File: src/rtl/tone_port_cfg.svh
`ifndef TONE_PORT_CFG_SVH
`define TONE_PORT_CFG_SVH
// control register A fields
`define CTLA_TONE_EN 0
`define CTLA_CP_SEL 1
`define CTLA_IRQ_EN 2
`define CTLA_SEL_B 3
// control register B fields
`define CTLB_BURST_OFF 0
`define CTLB_TEST 1
`define CTLB_SINGLE 2
`define CTLB_COLUMN 3
// status fields
`define ST_IRQ 0
`define ST_TX_EMPTY 1
`define ST_RX_FULL 2
`define ST_DSTEER 3
// register select values
`define SEL_DATA 1'b0
`define SEL_CTRL 1'b1
// burst timing and control reset value
`define BURST_MS 51
`define BURST_CP_MS 102
`define CLK_KHZ 40000
`define CTRL_RESET 4'h0
`endif

File: src/rtl/tone_port_pkg.sv
package tone_port_pkg;
  typedef enum logic [1:0] {BURST_IDLE, BURST_TONE, BURST_PAUSE} burst_e;
  typedef logic [3:0] nib_t;
endpackage : tone_port_pkg

File: src/rtl/tone_port_if.sv
`timescale 1ns/1ps
`default_nettype none
interface tone_port_if;
  logic csN;
  logic registerSelectLine;
  logic wrN;
  logic rdN;
  logic [3:0] dataFromHost;
  logic [3:0] dataFromDev;
  logic dataDevOe;
  logic irqOut;
  logic irqOe;
  // open-drain level seen on the wire with external pull-up
  logic interruptOrToneOutput;
  assign interruptOrToneOutput = irqOe ? irqOut : 1'b1;
  modport dev (input csN, input registerSelectLine, input wrN, input rdN, input dataFromHost,
    output dataFromDev, output dataDevOe, output irqOut, output irqOe);
  modport host (output csN, output registerSelectLine, output wrN, output rdN, output dataFromHost,
    input dataFromDev, input dataDevOe, input interruptOrToneOutput);
endinterface : tone_port_if
`default_nettype wire

File: src/rtl/tone_transceiver_port.sv
// Behaviour
// RULE1: data select write loads transmit data
// RULE2: data select read returns receive data
// RULE3: control select write goes to target register
// RULE4: control select read returns status
// RULE5: exactly five registers exposed
// RULE6: both control registers share one address
// RULE7: A bit3 steers only next write to B
// RULE8: host issues software reset at start
// RULE9: host forms chip select from decode
// RULE10: accesses finish without wait states
// RULE11: shared output is open drain
// RULE12: A bit0 gates all transmit tones
// RULE13: A bit1 selects call progress mode
// RULE14: no digit detection in call progress
// RULE15: irq low on digit or tx ready
// RULE16: burst write gives 51ms tone, pause
// RULE17: call progress burst doubles to 102ms
// RULE18: no burst: tone follows enable bit
// RULE19: test bit mirrors delayed steering output
// RULE20: B bit2 selects single tone
// RULE21: B bit3 picks column or row
// RULE22: status irq bit from b1 or b2
// RULE23: tx empty set after pause end
// RULE24: pointer targets A after reset
`timescale 1ns/1ps
`default_nettype none
`include "tone_port_cfg.svh"
module tone_transceiver_port #(
  parameter int BURST_CYC = (`BURST_MS * `CLK_KHZ),
  parameter int BURST_CP_CYC = (`BURST_CP_MS * `CLK_KHZ)
) (
  // clock and reset
  input wire logic mclk,
  input wire logic rst,
  // host bus
  tone_port_if.dev bus,
  // receiver side
  input wire logic digitValid,
  input wire logic [3:0] digitCode,
  input wire logic delayedSteering,
  input wire logic cpSquare,
  // transmitter side
  output logic toneOn,
  output logic singleTone,
  output logic columnTone,
  output logic [3:0] toneCode,
  output logic cpMode,
  output logic rxEnable
);
  // ****************************************
  // state
  // ****************************************
  typedef struct packed {
    tone_port_pkg::nib_t txData;
    tone_port_pkg::nib_t rxData;
    tone_port_pkg::nib_t control_reg_a;
    tone_port_pkg::nib_t control_reg_b;
    logic ptrB;
    logic txEmpty;
    logic rxFull;
    logic rdPrev;
    logic wrPrev;
    tone_port_pkg::nib_t rdData;
    tone_port_pkg::burst_e burst;
    logic [31:0] cnt;
  } state_s;
  state_s s_r;
  state_s s_nxt;
  logic rdStrobe;
  logic wrStrobe;
  logic [3:0] status;
  logic [31:0] period;
  logic burstOn;
  logic irqLevel;
  logic lineLow;
  assign rdStrobe = !bus.csN && !bus.rdN && bus.wrN;
  assign wrStrobe = !bus.csN && !bus.wrN && bus.rdN;
  assign burstOn = !s_r.control_reg_b[`CTLB_BURST_OFF];
  assign period = s_r.control_reg_a[`CTLA_CP_SEL] ? 32'(BURST_CP_CYC) : 32'(BURST_CYC); // [RULE16] [RULE17]
  assign status = {delayedSteering, s_r.rxFull, s_r.txEmpty, s_r.rxFull | s_r.txEmpty}; // [RULE22]
  // ****************************************
  // next state
  // ****************************************
  always_comb
  begin
    s_nxt = s_r;
    s_nxt.rdPrev = rdStrobe;
    s_nxt.wrPrev = wrStrobe;
    // receive capture, blocked in call progress mode
    if (digitValid && !s_r.control_reg_a[`CTLA_CP_SEL]) // [RULE14]
    begin
      s_nxt.rxData = digitCode;
      s_nxt.rxFull = 1'b1;
    end
    // burst sequencer
    unique case (s_r.burst)
      tone_port_pkg::BURST_IDLE:
      begin
        s_nxt.cnt = '0;
      end
      tone_port_pkg::BURST_TONE:
      begin
        s_nxt.cnt = s_r.cnt + 32'h1;
        if (s_r.cnt >= period - 32'h1)
        begin
          s_nxt.cnt = '0;
          s_nxt.burst = tone_port_pkg::BURST_PAUSE;
        end
      end
      tone_port_pkg::BURST_PAUSE:
      begin
        s_nxt.cnt = s_r.cnt + 32'h1;
        if (s_r.cnt >= period - 32'h1)
        begin
          s_nxt.burst = tone_port_pkg::BURST_IDLE;
          s_nxt.txEmpty = 1'b1; // [RULE23]
        end
      end
    endcase
    // status read clears flags on the strobe's leading edge; a set in the same cycle wins
    if (rdStrobe && !s_r.rdPrev)
    begin
      s_nxt.rdData = (bus.registerSelectLine == `SEL_CTRL) ? status : s_r.rxData; // [RULE2] [RULE4]
      if (bus.registerSelectLine == `SEL_CTRL)
      begin
        s_nxt.rxFull = digitValid && !s_r.control_reg_a[`CTLA_CP_SEL]; // [RULE22]
        // only the flag seen by this read is cleared, a pause end landing now survives
        s_nxt.txEmpty = s_nxt.txEmpty && !s_r.txEmpty; // [RULE23]
      end
    end
    if (!burstOn)
    begin
      s_nxt.txEmpty = 1'b0; // [RULE23]
      s_nxt.burst = tone_port_pkg::BURST_IDLE;
    end
    // writes are taken on the strobe's leading edge
    if (wrStrobe && !s_r.wrPrev) // [RULE10]
    begin
      if (bus.registerSelectLine == `SEL_DATA)
      begin
        s_nxt.txData = bus.dataFromHost; // [RULE1]
        if (burstOn)
        begin
          s_nxt.burst = tone_port_pkg::BURST_TONE; // [RULE16]
          s_nxt.cnt = '0;
          s_nxt.txEmpty = 1'b0;
        end
      end
      else if (s_r.ptrB) // [RULE6] [RULE3]
      begin
        s_nxt.control_reg_b = bus.dataFromHost;
        s_nxt.ptrB = 1'b0; // [RULE7]
      end
      else
      begin
        s_nxt.control_reg_a = bus.dataFromHost;
        s_nxt.ptrB = bus.dataFromHost[`CTLA_SEL_B]; // [RULE7]
      end
    end
  end
  always_ff @(posedge mclk)
  begin
    if (rst)
    begin
      s_r <= '0; // [RULE24]
    end
    else
    begin
      s_r <= s_nxt;
    end
  end
  // ****************************************
  // outputs
  // ****************************************
  // read data is held in a flop so the host can take it after the strobe
  assign bus.dataFromDev = s_r.rdData;
  assign bus.dataDevOe = rdStrobe; // [RULE5]
  always_comb
  begin
    irqLevel = 1'b0;
    if (s_r.control_reg_a[`CTLA_CP_SEL])
    begin
      irqLevel = s_r.control_reg_a[`CTLA_IRQ_EN] && cpSquare; // [RULE13]
    end
    else if (s_r.control_reg_b[`CTLB_TEST])
    begin
      irqLevel = delayedSteering; // [RULE19]
    end
    else
    begin
      irqLevel = s_r.control_reg_a[`CTLA_IRQ_EN] && status[`ST_IRQ]; // [RULE15]
    end
  end
  // test mode mirrors pin high/low directly; interrupt pulls low
  assign lineLow = (s_r.control_reg_b[`CTLB_TEST] && !s_r.control_reg_a[`CTLA_CP_SEL]) ? !irqLevel :
    (s_r.control_reg_a[`CTLA_CP_SEL] ? (s_r.control_reg_a[`CTLA_IRQ_EN] && !cpSquare) : irqLevel);
  assign bus.irqOut = 1'b0; // [RULE11]
  assign bus.irqOe = lineLow; // [RULE11]
  assign toneOn = s_r.control_reg_a[`CTLA_TONE_EN] && (!burstOn || s_r.burst == tone_port_pkg::BURST_TONE); // [RULE12] [RULE18]
  assign singleTone = s_r.control_reg_b[`CTLB_SINGLE]; // [RULE20]
  assign columnTone = s_r.control_reg_b[`CTLB_COLUMN]; // [RULE21]
  assign toneCode = s_r.txData;
  assign cpMode = s_r.control_reg_a[`CTLA_CP_SEL]; // [RULE13]
  assign rxEnable = !s_r.control_reg_a[`CTLA_CP_SEL]; // [RULE14]
endmodule : tone_transceiver_port
`default_nettype wire

File: src/flat_wrapper.sv
// flat-port wrapper written by rule: the top's interface ports become plain ports
module tone_transceiver_port_flat 
#(
  parameter int BURST_CYC = (`BURST_MS * `CLK_KHZ),
  parameter int BURST_CP_CYC = (`BURST_CP_MS * `CLK_KHZ)
)
  (mclk, rst, digitValid, digitCode, delayedSteering, cpSquare, toneOn, singleTone, columnTone, toneCode, cpMode, rxEnable, bus_csN, bus_registerSelectLine, bus_wrN, bus_rdN, bus_dataFromHost, bus_dataFromDev, bus_dataDevOe, bus_irqOut, bus_irqOe);
  tone_port_if bus_i ();
  input wire logic mclk;
  input wire logic rst;
  input wire logic digitValid;
  input wire logic [3:0] digitCode;
  input wire logic delayedSteering;
  input wire logic cpSquare;
  output logic toneOn;
  output logic singleTone;
  output logic columnTone;
  output logic [3:0] toneCode;
  output logic cpMode;
  output logic rxEnable;
  input wire logic [$bits(bus_i.csN)-1:0] bus_csN;
  input wire logic [$bits(bus_i.registerSelectLine)-1:0] bus_registerSelectLine;
  input wire logic [$bits(bus_i.wrN)-1:0] bus_wrN;
  input wire logic [$bits(bus_i.rdN)-1:0] bus_rdN;
  input wire logic [$bits(bus_i.dataFromHost)-1:0] bus_dataFromHost;
  output wire logic [$bits(bus_i.dataFromDev)-1:0] bus_dataFromDev;
  output wire logic [$bits(bus_i.dataDevOe)-1:0] bus_dataDevOe;
  output wire logic [$bits(bus_i.irqOut)-1:0] bus_irqOut;
  output wire logic [$bits(bus_i.irqOe)-1:0] bus_irqOe;
  assign bus_i.csN = bus_csN;
  assign bus_i.registerSelectLine = bus_registerSelectLine;
  assign bus_i.wrN = bus_wrN;
  assign bus_i.rdN = bus_rdN;
  assign bus_i.dataFromHost = bus_dataFromHost;
  assign bus_dataFromDev = bus_i.dataFromDev;
  assign bus_dataDevOe = bus_i.dataDevOe;
  assign bus_irqOut = bus_i.irqOut;
  assign bus_irqOe = bus_i.irqOe;
  tone_transceiver_port #(.BURST_CYC(BURST_CYC), .BURST_CP_CYC(BURST_CP_CYC)) u_core (.mclk(mclk), .rst(rst), .bus(bus_i), .digitValid(digitValid), .digitCode(digitCode), .delayedSteering(delayedSteering), .cpSquare(cpSquare), .toneOn(toneOn), .singleTone(singleTone), .columnTone(columnTone), .toneCode(toneCode), .cpMode(cpMode), .rxEnable(rxEnable));
endmodule
File: config.mk
export PLATFORM = sky130hd
export DESIGN_NAME = tone_transceiver_port_flat
export DESIGN_NICKNAME = d
export VERILOG_FILES = /design/src/rtl/tone_port_pkg.sv /design/src/rtl/tone_port_if.sv /design/src/rtl/tone_transceiver_port.sv /design/src/flat_wrapper.sv
export VERILOG_INCLUDE_DIRS = /design/src /design/src/rtl
export SDC_FILE = /design/constraint.sdc
export NUM_CORES = 1
export LEC_CHECK = 0
export ABC_AREA = 1
export BUFFER_PORTS_ARGS = -buffer_cell sky130_fd_sc_hd__buf_2
export CAP_MARGIN = 15
export CELL_PAD_IN_SITES_DETAIL_PLACEMENT = 0
export CELL_PAD_IN_SITES_GLOBAL_PLACEMENT = 2
export CORE_MARGIN = 8
export CORE_UTILIZATION = 36
export CTS_CLUSTER_DIAMETER = 100
export DETAILED_ROUTE_END_ITERATION = 6
export GPL_TIMING_DRIVEN = 1
export PLACE_DENSITY_LB_ADDON = 0.1
export SKIP_CTS_REPAIR_TIMING = 1
export SLEW_MARGIN = 15
export SYNTH_ARGS = -nofsm -noshare
export SYNTH_HDL_FRONTEND = slang
export SYNTH_SLANG_ARGS = --single-unit
File: constraint.sdc
create_clock -name mclk -period 5.2 [get_ports mclk]
set_clock_uncertainty 0.1 [all_clocks]
set_input_delay 0.52 -clock mclk [delete_from_list [all_inputs] [get_ports mclk]]
set_output_delay 0.52 -clock mclk [all_outputs]
set_load 0.05 [all_outputs]
Word level (Yosys, flattened, before mapping)

Index checks and enable logic that the tools add are counted.

Flip-flop bits (word level): 58
Output and inout bits: 16
Bits of input ports: 17
Word-level logic and storage cells: 72

Bitwise gates (word level): 3
Muxes and demuxes: 24
Order comparisons: 1
Reductions and logical operators: 28
Add/sub/neg operators: 2
Eq/ne operators: 2

Operator list:

| operator                | count |
|---|---|
| $mux W34                | 4 |
| $pmux W32 S3            | 1 |
| $add A32 B1 Y32 const B | 1 |
| $ge A32 B32 Y1          | 1 |
| $sub A32 B1 Y32 const B | 1 |
| $mux W22                | 1 |
| $logic_and A1 B1 Y1     | 13 |
| $mux W1                 | 12 |
| $logic_not A1 Y1        | 9 |
| $mux W2                 | 4 |
| $reduce_and A3 Y1       | 2 |
| $mux W4                 | 1 |
| $pmux W2 S2             | 1 |
| $reduce_and A2 Y1       | 2 |
| $eq A2 B1 Y1 const B    | 1 |
| $eq A2 B2 Y1 const B    | 1 |
| $logic_not A2 Y1        | 1 |
| $not A1 Y1              | 2 |
| $logic_or A1 B1 Y1      | 1 |
| $or A1 B1 Y1            | 1 |

Longest topological paths before layout

Gate-level depths: netlist (run 1).

Word-level depth: 12
Gate-level depth with buffers: 14
Gate-level depth less buffers: 13

Least setup slack after synthesis (run 1)

Ideal clock, no wire load.

Path kind: reg-to-output
Start: reg u_core.s_r, in the netlist u_core.cpMode
End: out bus_irqOe
Arrival time: 2.229 ns
Setup slack: 2.351 ns
Stages on the path, launching flop included: 4
Required time: 4.580 ns
Path buffers: 0
Cell sequence: dfxtp_1 > inv_1 > nand2_1 > o21ai_0

Longest elaborated chain between the ends: 3
Elaborated cells between the ends (all ways): 6
Classes of those cells: mux (3); reduce/logical (3)

RTL lines:

| item                   | RTL line                     | source |
|---|---|---|
| from (decl)            | tone_transceiver_port.sv:68  | `state_s s_r;` |
| from (signal assigned) | tone_transceiver_port.sv:170 | `s_r <= s_nxt;` |
| $logic_not A1 Y1       | n/a                          |  |
| named net rxEnable     | flat_wrapper.sv:20           | `output logic rxEnable;` |
| $logic_and A1 B1 Y1    | tone_transceiver_port.sv:196 | `` assign lineLow = (s_r.control_reg_b[`CTLB_TEST] && !s_r.control_reg_a[`CTLA_CP_SEL]) ? !irqLevel : `` |
| $mux W1                | tone_transceiver_port.sv:196 |  |
| to (decl)              | flat_wrapper.sv:29           | `output wire logic [$bits(bus_i.irqOe)-1:0] bus_irqOe;` |

The timed path passes the listed nets, and every way through them passes these cells.

Worst setup path after layout (run 1)

Start: reg u_core.s_r, in the netlist u_core.cpMode
End: reg u_core.s_r[3] (netlist name)

Longest elaborated chain between the ends: 8

RTL lines:

| item              | RTL line                     | source |
|---|---|---|
| $mux W22 *        | tone_transceiver_port.sv:80  | `` assign period = s_r.control_reg_a[`CTLA_CP_SEL] ? 32'(BURST_CP_CYC) : 32'(BURST_CYC); `` |
| $sub A32 B1 Y32 * | tone_transceiver_port.sv:105 | `if (s_r.cnt >= period - 32'h1)` |
| $ge A32 B32 Y1 *  | tone_transceiver_port.sv:105 |  |
| $mux W34 *        | tone_transceiver_port.sv:105 |  |
| $pmux W32 S3 *    | tone_transceiver_port.sv:97  | `unique case (s_r.burst)` |
| $mux W34          | tone_transceiver_port.sv:143 | `if (burstOn)` |
| $mux W34          | tone_transceiver_port.sv:140 | `` if (bus.registerSelectLine == `SEL_DATA) `` |
| $mux W34 *        | tone_transceiver_port.sv:138 | `if (wrStrobe && !s_r.wrPrev)` |

Mark *: on every way between the ends. The rest lies on a longest branch, timed or not.
A chain may end at the register's enable or synchronous reset.

==> results.toml, run 1 <==
[outcome]
status = "finished clean"

[sta]
max_freq_ghz = 0.394
rsz0062_at_grt = "false"
whs_ns = 0.272
setup_viol = 0
min_period_ns = 2.54
worst_pin_slew_ns = 0.824
timing.max_slew.rel_slack_pct = 44.9
finalHoldViolations = 0
final-max-slew-violation-count = 0
tns_ns = 0
period_share_pct = 48.9

[clock_network]
htree_levels = 3
path_clk_slew_ns = 0.07
clk_latency_ns = 0.34
cts.sinks = 58
cts.path.max_buffers = 2
cts_root_buffer = "clkbuf_8"
cts_buffers = 9
cts_tree = "done"

[routing]
routed_via_density = 4.67
dr.pass1.iters = 5
dr_total_vias = 2560
wire_per_inst_um = 13.5
drc = 0
drt-initial-drc-count = 69
ant_nets = 0
detail_route.wirelength_um = 7410

[placement]
io_buffers = 31
place_inst = 532
place_congestion = 0.811
hpwlAfterDp_um = 5650

[global_routing]
gr-total-overflow = 0
grt_first_pass_wirelength_um = 12500
grt_pass1_vias = 2591
grt_max_degree = 33
antenna_found_initial = 0
grtUsageTotal_pct = 13.7

[synthesis]
synth_ff_type = "dfxtp_1"
async_flop_share_pct = 0
syn_area_um2 = 2980
synth_edf_count = 0
yosysSeqAreaShare_pct = 38.9
synth_cells = 411
synth.distinct_cells = 31
avgSynthCellArea_um2 = 7.26
ys_ff_latch = 58
ys_warn_count = 0
syn-num-nets = 438

[critical_path]
crit_path_top_delay_cell = "o21ai_4"
worstPathCellList = "inv_1 -> ha_1 -> nand2_1 -> inv_1 -> nand2_1 -> nor2_1 -> nand2_1 -> nand2_1 -> nand2_1 -> nand2_2 -> inv_2 -> o21ai_4 -> nor2_1"
worst_ep_arrival_time_ns = 2.64
worstPathRequired_ns = 5.30
cp_max_fo = 32
worst-r2r-setup-slack_ns = 2.66
cpLargestDelayFamily = "compound AO/OA/AOI/OAI gates"
cpMostUsedCell = "nand2_1"
critical_path_buf_inv_count = 3
crit_type = "reg -> reg"
cpPeakStageDelay_ns = 0.63
end_kind = "flop"
startpoint_type = "flop"

[pwr]
comb_power_share_pct = 4.7
p_seq_share_pct = 45.6
switching_share_pct = 22.5
p_sw_mw = 0.225
powerDensity_nw_per_um2 = 294
ir_drop_mv = 0.122
power.leakage_nw = 1.26
internal_power_mw = 0.773
clock_power_share_pct = 49.7

[layout]
synthToLayoutAreaGrowth_pct = 13.8
diodes = 0
final_layout_size_suffix_gt1_share_pct = 14.7
stdcell_count = 548
num-nets-final = 465

[die]
initial_core_util_pct = 36.7
die_y_um = 107
core_um2 = 8130
rows = 33
ioPinCount = 33
dieArea_um2 = 11500
fp.dieW_um = 107

[hold_path]
hp-class = "in -> reg"

[run]
cap_violations = 0
==> logic make-up after synthesis <==
kind of cell    count (synthesis)  share of synthesized area, %
other cells                     1                         0.126
xor+xnor                       29                          8.51
buf+inv                        53                          8.55
fa+ha+maj                      10                          4.19
compound gates                 40                          7.51
simple gates                  220                          32.2
flops                          58                          38.9
==> synth_stat cells (3+ instances only) <==
| cell type | number | share of area, % |
|---|---|---|
| dfxtp_1 | 58 | 39 |
| or2_2 | 3 | 0.63 |
| ha_1 | 10 | 4.2 |
| nor3_1 | 14 | 2.3 |
| a21oi_1 | 17 | 2.9 |
| buf_6 | 3 | 1.1 |
| nand2_1 | 69 | 8.7 |
| inv_1 | 36 | 4.5 |
| o21ai_0 | 18 | 3.0 |
| nor4_1 | 3 | 0.63 |
| nand4_1 | 11 | 2.3 |
| buf_4 | 9 | 2.3 |
| nor2_2 | 4 | 0.84 |
| xor2_1 | 19 | 5.6 |
| nor2_1 | 93 | 12 |
| xnor2_1 | 10 | 2.9 |
| nand3_1 | 14 | 2.3 |
| nor3_2 | 3 | 1.0 |
==> final timing paths <==
kind	cells past startpoint	startpoint	to
worst min register to register	2	u_core.toneCode[0]	u_core.toneCode[0]
worst min-delay path	2	bus_csN	u_core.s_r[38]
worst max register to register	13	u_core.cpMode	u_core.s_r[3]
worst max-delay path	13	u_core.cpMode	u_core.s_r[3]
==> state kept, by name (all words and copies together) (netlist names) <==
| name | flops |
|---|---|
| u_core.s_r | 47 |
| u_core.bus.dataFromDev | 4 |
| u_core.columnTone | 1 |
| u_core.cpMode | 1 |
| u_core.toneCode | 4 |
| u_core.singleTone | 1 |
==> layer usage <==
layer / wire [µm] / track usage [%]
met1: 3520 / 16.1
met2: 3440 / 22.8
met3: 262 / 3.18
met4: 189 / 7.04
met5: 0 / 0
==> worst register-to-register path, delay by kind of cell, from the launching register on <==
kind	cells	cell delay [ns]
buf+inv	3	0.31
compound gates	1	0.63
simple gates	8	0.61
fa+ha+maj	1	0.35
flops	1	0.42
==> placed cells by master, fill, tap and decap left out, types with 2 or more instances in the layout <==
cell and instances:
inv_2 2, nor2_2 4, nand3_1 14, xnor2_1 10
nand3_2 2, nor3_1 14, nand2_2 2, or2_2 3
dfxtp_1 58, nor4_1 3, buf_2 31, a21oi_1 17
nand4_1 11, bufinv_16 2, nand2_1 69, xor2_1 19
o21ai_0 18, ha_1 10, nor2_1 93, nor3_2 3
inv_1 36, clkbuf_8 12
==> through the flow <==
stage                     utilization [%]  setup slack [ns]  total power [mW]  area (µm²)
final                                41.7              2.66             0.998        3400
after global routing                 41.7              2.30              1.04        3400
after CTS                            41.7              2.61              1.01        3400
after detailed placement             38.8              2.61             0.513        3160
after global placement               38.8              2.70             0.513        3160
after floorplan                         -              2.35             0.500        2980
==> power groups by stage <==
stage	clock (mW)	combinational (mW)	sequential [mW]
after floorplan	0	0.0347	0.465
after global placement	0	0.0480	0.465
after detailed placement	0	0.0481	0.465
after CTS	0.508	0.0482	0.455
after global routing	0.530	0.0537	0.455
final	0.496	0.0473	0.455
==> cell type report <==
| class | count | area (µm²) |
|---|---|---|
| Fill cell | 869 | 4740 |
| Timing Repair Buffer | 31 | 155 |
| Multi-Input combinational cell | 300 | 1570 |
| Sequential cell | 58 | 1160 |
| Tap cell | 105 | 131 |
| Clock buffer | 12 | 165 |
| Clock inverter | 4 | 72.6 |
| Inverter | 38 | 143 |
No activity file was read; power rests on OpenSTA's default activity.
==> run 2, diff against run 1 <==
--- a/config.mk
+++ b/config.mk
@@ -6,13 +6,13 @@
 export SDC_FILE = /design/constraint.sdc
 export NUM_CORES = 1
 export LEC_CHECK = 0
-export ABC_AREA = 1
+export ABC_AREA = 0
 export BUFFER_PORTS_ARGS = -buffer_cell sky130_fd_sc_hd__buf_2
 export CAP_MARGIN = 15
 export CELL_PAD_IN_SITES_DETAIL_PLACEMENT = 0
 export CELL_PAD_IN_SITES_GLOBAL_PLACEMENT = 2
 export CORE_MARGIN = 8
-export CORE_UTILIZATION = 36
+export CORE_UTILIZATION = 32
 export CTS_CLUSTER_DIAMETER = 100
 export DETAILED_ROUTE_END_ITERATION = 6
 export GPL_TIMING_DRIVEN = 1
==> constraint.sdc (replaced) <==
create_clock -name mclk -period 2.15 [get_ports mclk]
set_clock_uncertainty 0.1 [all_clocks]
set_input_delay 0.215 -clock mclk [delete_from_list [all_inputs] [get_ports mclk]]
set_output_delay 0.215 -clock mclk [all_outputs]
set_load 0.05 [all_outputs]
==> results.toml, run 2 <==
[placement]
place_congestion = 0.749
hpwlAfterDp_um = 4900
io_buffers = 31
placed_cell_area_um2 = 3240

[sta]
worst_pin_slew_ns = 0.581
setup_viol = 34
tns_ns = -2.16
finalHoldViolations = 0
min_period_ns = 2.28
final-max-slew-violation-count = 0
whs_ns = 0.0171
timing.max_slew.rel_slack_pct = 61.2
period_share_pct = 106
fin_ws_ns = -0.128
rsz0062_at_grt = "true"
max_freq_ghz = 0.439

[synthesis]
synth_most_common_cell = "dfxtp_1"
ys_ff_latch = 58
synthTopCellsByCount = "58 x dfxtp_1, 39 x nor2_1, 21 x nor2_2"
synth_cells = 315
synth.distinct_cells = 43
yosysTopAreaCell = "dfxtp_1"
synth_top_area_share_pct = 40.7
ys_warn_count = 0
syn-num-nets = 342
syn_area_um2 = 2860
avgSynthCellArea_um2 = 9.06
synth_ff_type = "dfxtp_1"
async_flop_share_pct = 0
synthTopCellsByArea = "dfxtp_1 41%, mux2i_1 6.3%, xor2_1 6.1%"
yosysSeqAreaShare_pct = 40.7
synth_edf_count = 0

[critical_path]
crit_start = "u_core.cpMode"
worst_ep_arrival_time_ns = 2.44
worstPathRequired_ns = 2.31
cp_max_fo = 3
worstReg2RegStart = "u_core.cpMode"
crit_type = "reg -> reg"
startpoint_type = "flop"
end_kind = "flop"

[clock_network]
clk_latency_ns = 0.33
cts_buffers = 9
cts.path.max_buffers = 2
cts_tree = "done"
cts_root_buffer = "clkbuf_8"
path_clk_slew_ns = 0.06
cts.sinks = 58
htree_levels = 3

[layout]
diodes = 0
largest_register_ffs = 47
final_area_um2 = 3500
utilization_pct = 40.3
final_common_cell = "dfxtp_1"
num-nets-final = 390
mostFrequentLayoutCells = "57 x dfxtp_1, 35 x nor2_1, 31 x buf_2"
final_layout_size_suffix_gt1_share_pct = 30.5
synthToLayoutAreaGrowth_pct = 22.5
largest-register = "u_core.s_r"

[die]
rows = 34
initial_core_util_pct = 32.9
die_y_um = 110
ioPinCount = 33
core_um2 = 8680
dieArea_um2 = 12200
fp.dieW_um = 110

[outcome]
violations = "setup timing"
status = "finished, violations left"

[run]
cap_violations = 0

[hold_path]
min_from = "digitCode[2]"
hp-class = "in -> reg"

[routing]
dr_total_vias = 2276
detail_route.wirelength_um = 6560
wire_per_inst_um = 13.8
drc = 0
routed_via_density = 4.79
drt-initial-drc-count = 68
ant_nets = 0
dr.pass1.iters = 6

[global_routing]
grt_max_degree = 19
gr-total-overflow = 0
grt_first_pass_wirelength_um = 11100
grtUsageTotal_pct = 11.0
antenna_found_initial = 0
grt_pass1_vias = 2242

[pwr]
power.leakage_nw = 1.37
finalPower_mw = 2.26
ir_drop_mv = 0.312
powerDensity_nw_per_um2 = 646
## run 2: changes by cell type after synthesis, sizes merged, moves of 10 or more
cell   delta
nand2    -53
inv      -31
mux2i    +18
a21oi    -10
nor3     -10
o21ai    -12
nor2     -37
## run 2: worst paths after layout
kind / to / slack, ns / depth (start not counted)
max reg2reg: u_core.s_r[33] / -0.13 / 8
max: u_core.s_r[33] / -0.13 / 8
min: u_core.s_r[53] / 0.02 / 3
min reg2reg: u_core.s_r[0] / 0.37 / 1
## run 2: metrics by stage
step           instances  setup slack (ns)
2_1_floorplan        315            -0.464
3_3_place_gp         460           -0.0684
3_5_place_dp         460            -0.134
4_1_cts              475            -0.142
5_1_grt              475            -0.256
6_report             475            -0.128
## run 2: report_power, final
group,internal [mW],switching (mW)
Clock,0.623,0.418
Combinational,0.0456,0.0769
Sequential,1.09,0.00868
Total,1.76,0.504
## run 2: cells by family after synthesis
| kind of cell | count (synthesis) | share of synthesized area [%] |
|---|---|---|
| other | 1 | 0.131 |
| xor gates and xnor gates | 29 | 8.90 |
| DFF | 58 | 40.7 |
| muxes | 19 | 6.70 |
| AOI/OAI and AO/OA | 25 | 5.96 |
| adders and majority gates | 10 | 4.38 |
| buffers and inverters | 27 | 5.78 |
| and+or+nand+nor | 146 | 27.5 |
## run 2: per-layer routing
layer  GRT usage (%)  routed length, µm
met5               0                  0
met4            5.95                145
met2            15.8               2780
met1            14.4               3420
met3            3.08                220
## run 2: layout make-up
type | instances | area (µm²)
Sequential cell | 58 | 1160
Multi-Input combinational cell | 230 | 1590
Tap cell | 108 | 135
Clock inverter | 2 | 35.0
Inverter | 7 | 30.0
Timing Repair Buffer | 57 | 379
Fill cell | 926 | 5180
Clock buffer | 13 | 169
## run 2: worst max-delay path, stage by stage, from the launching register on
cell and delay (ns):
dfxtp_4 0.36, clkinvlp_4 0.09, ha_2 0.17, or4_4 0.40, a221o_1 0.32, a221oi_2 0.28
buf_4 0.16, and2b_2 0.15, mux2i_1 0.17
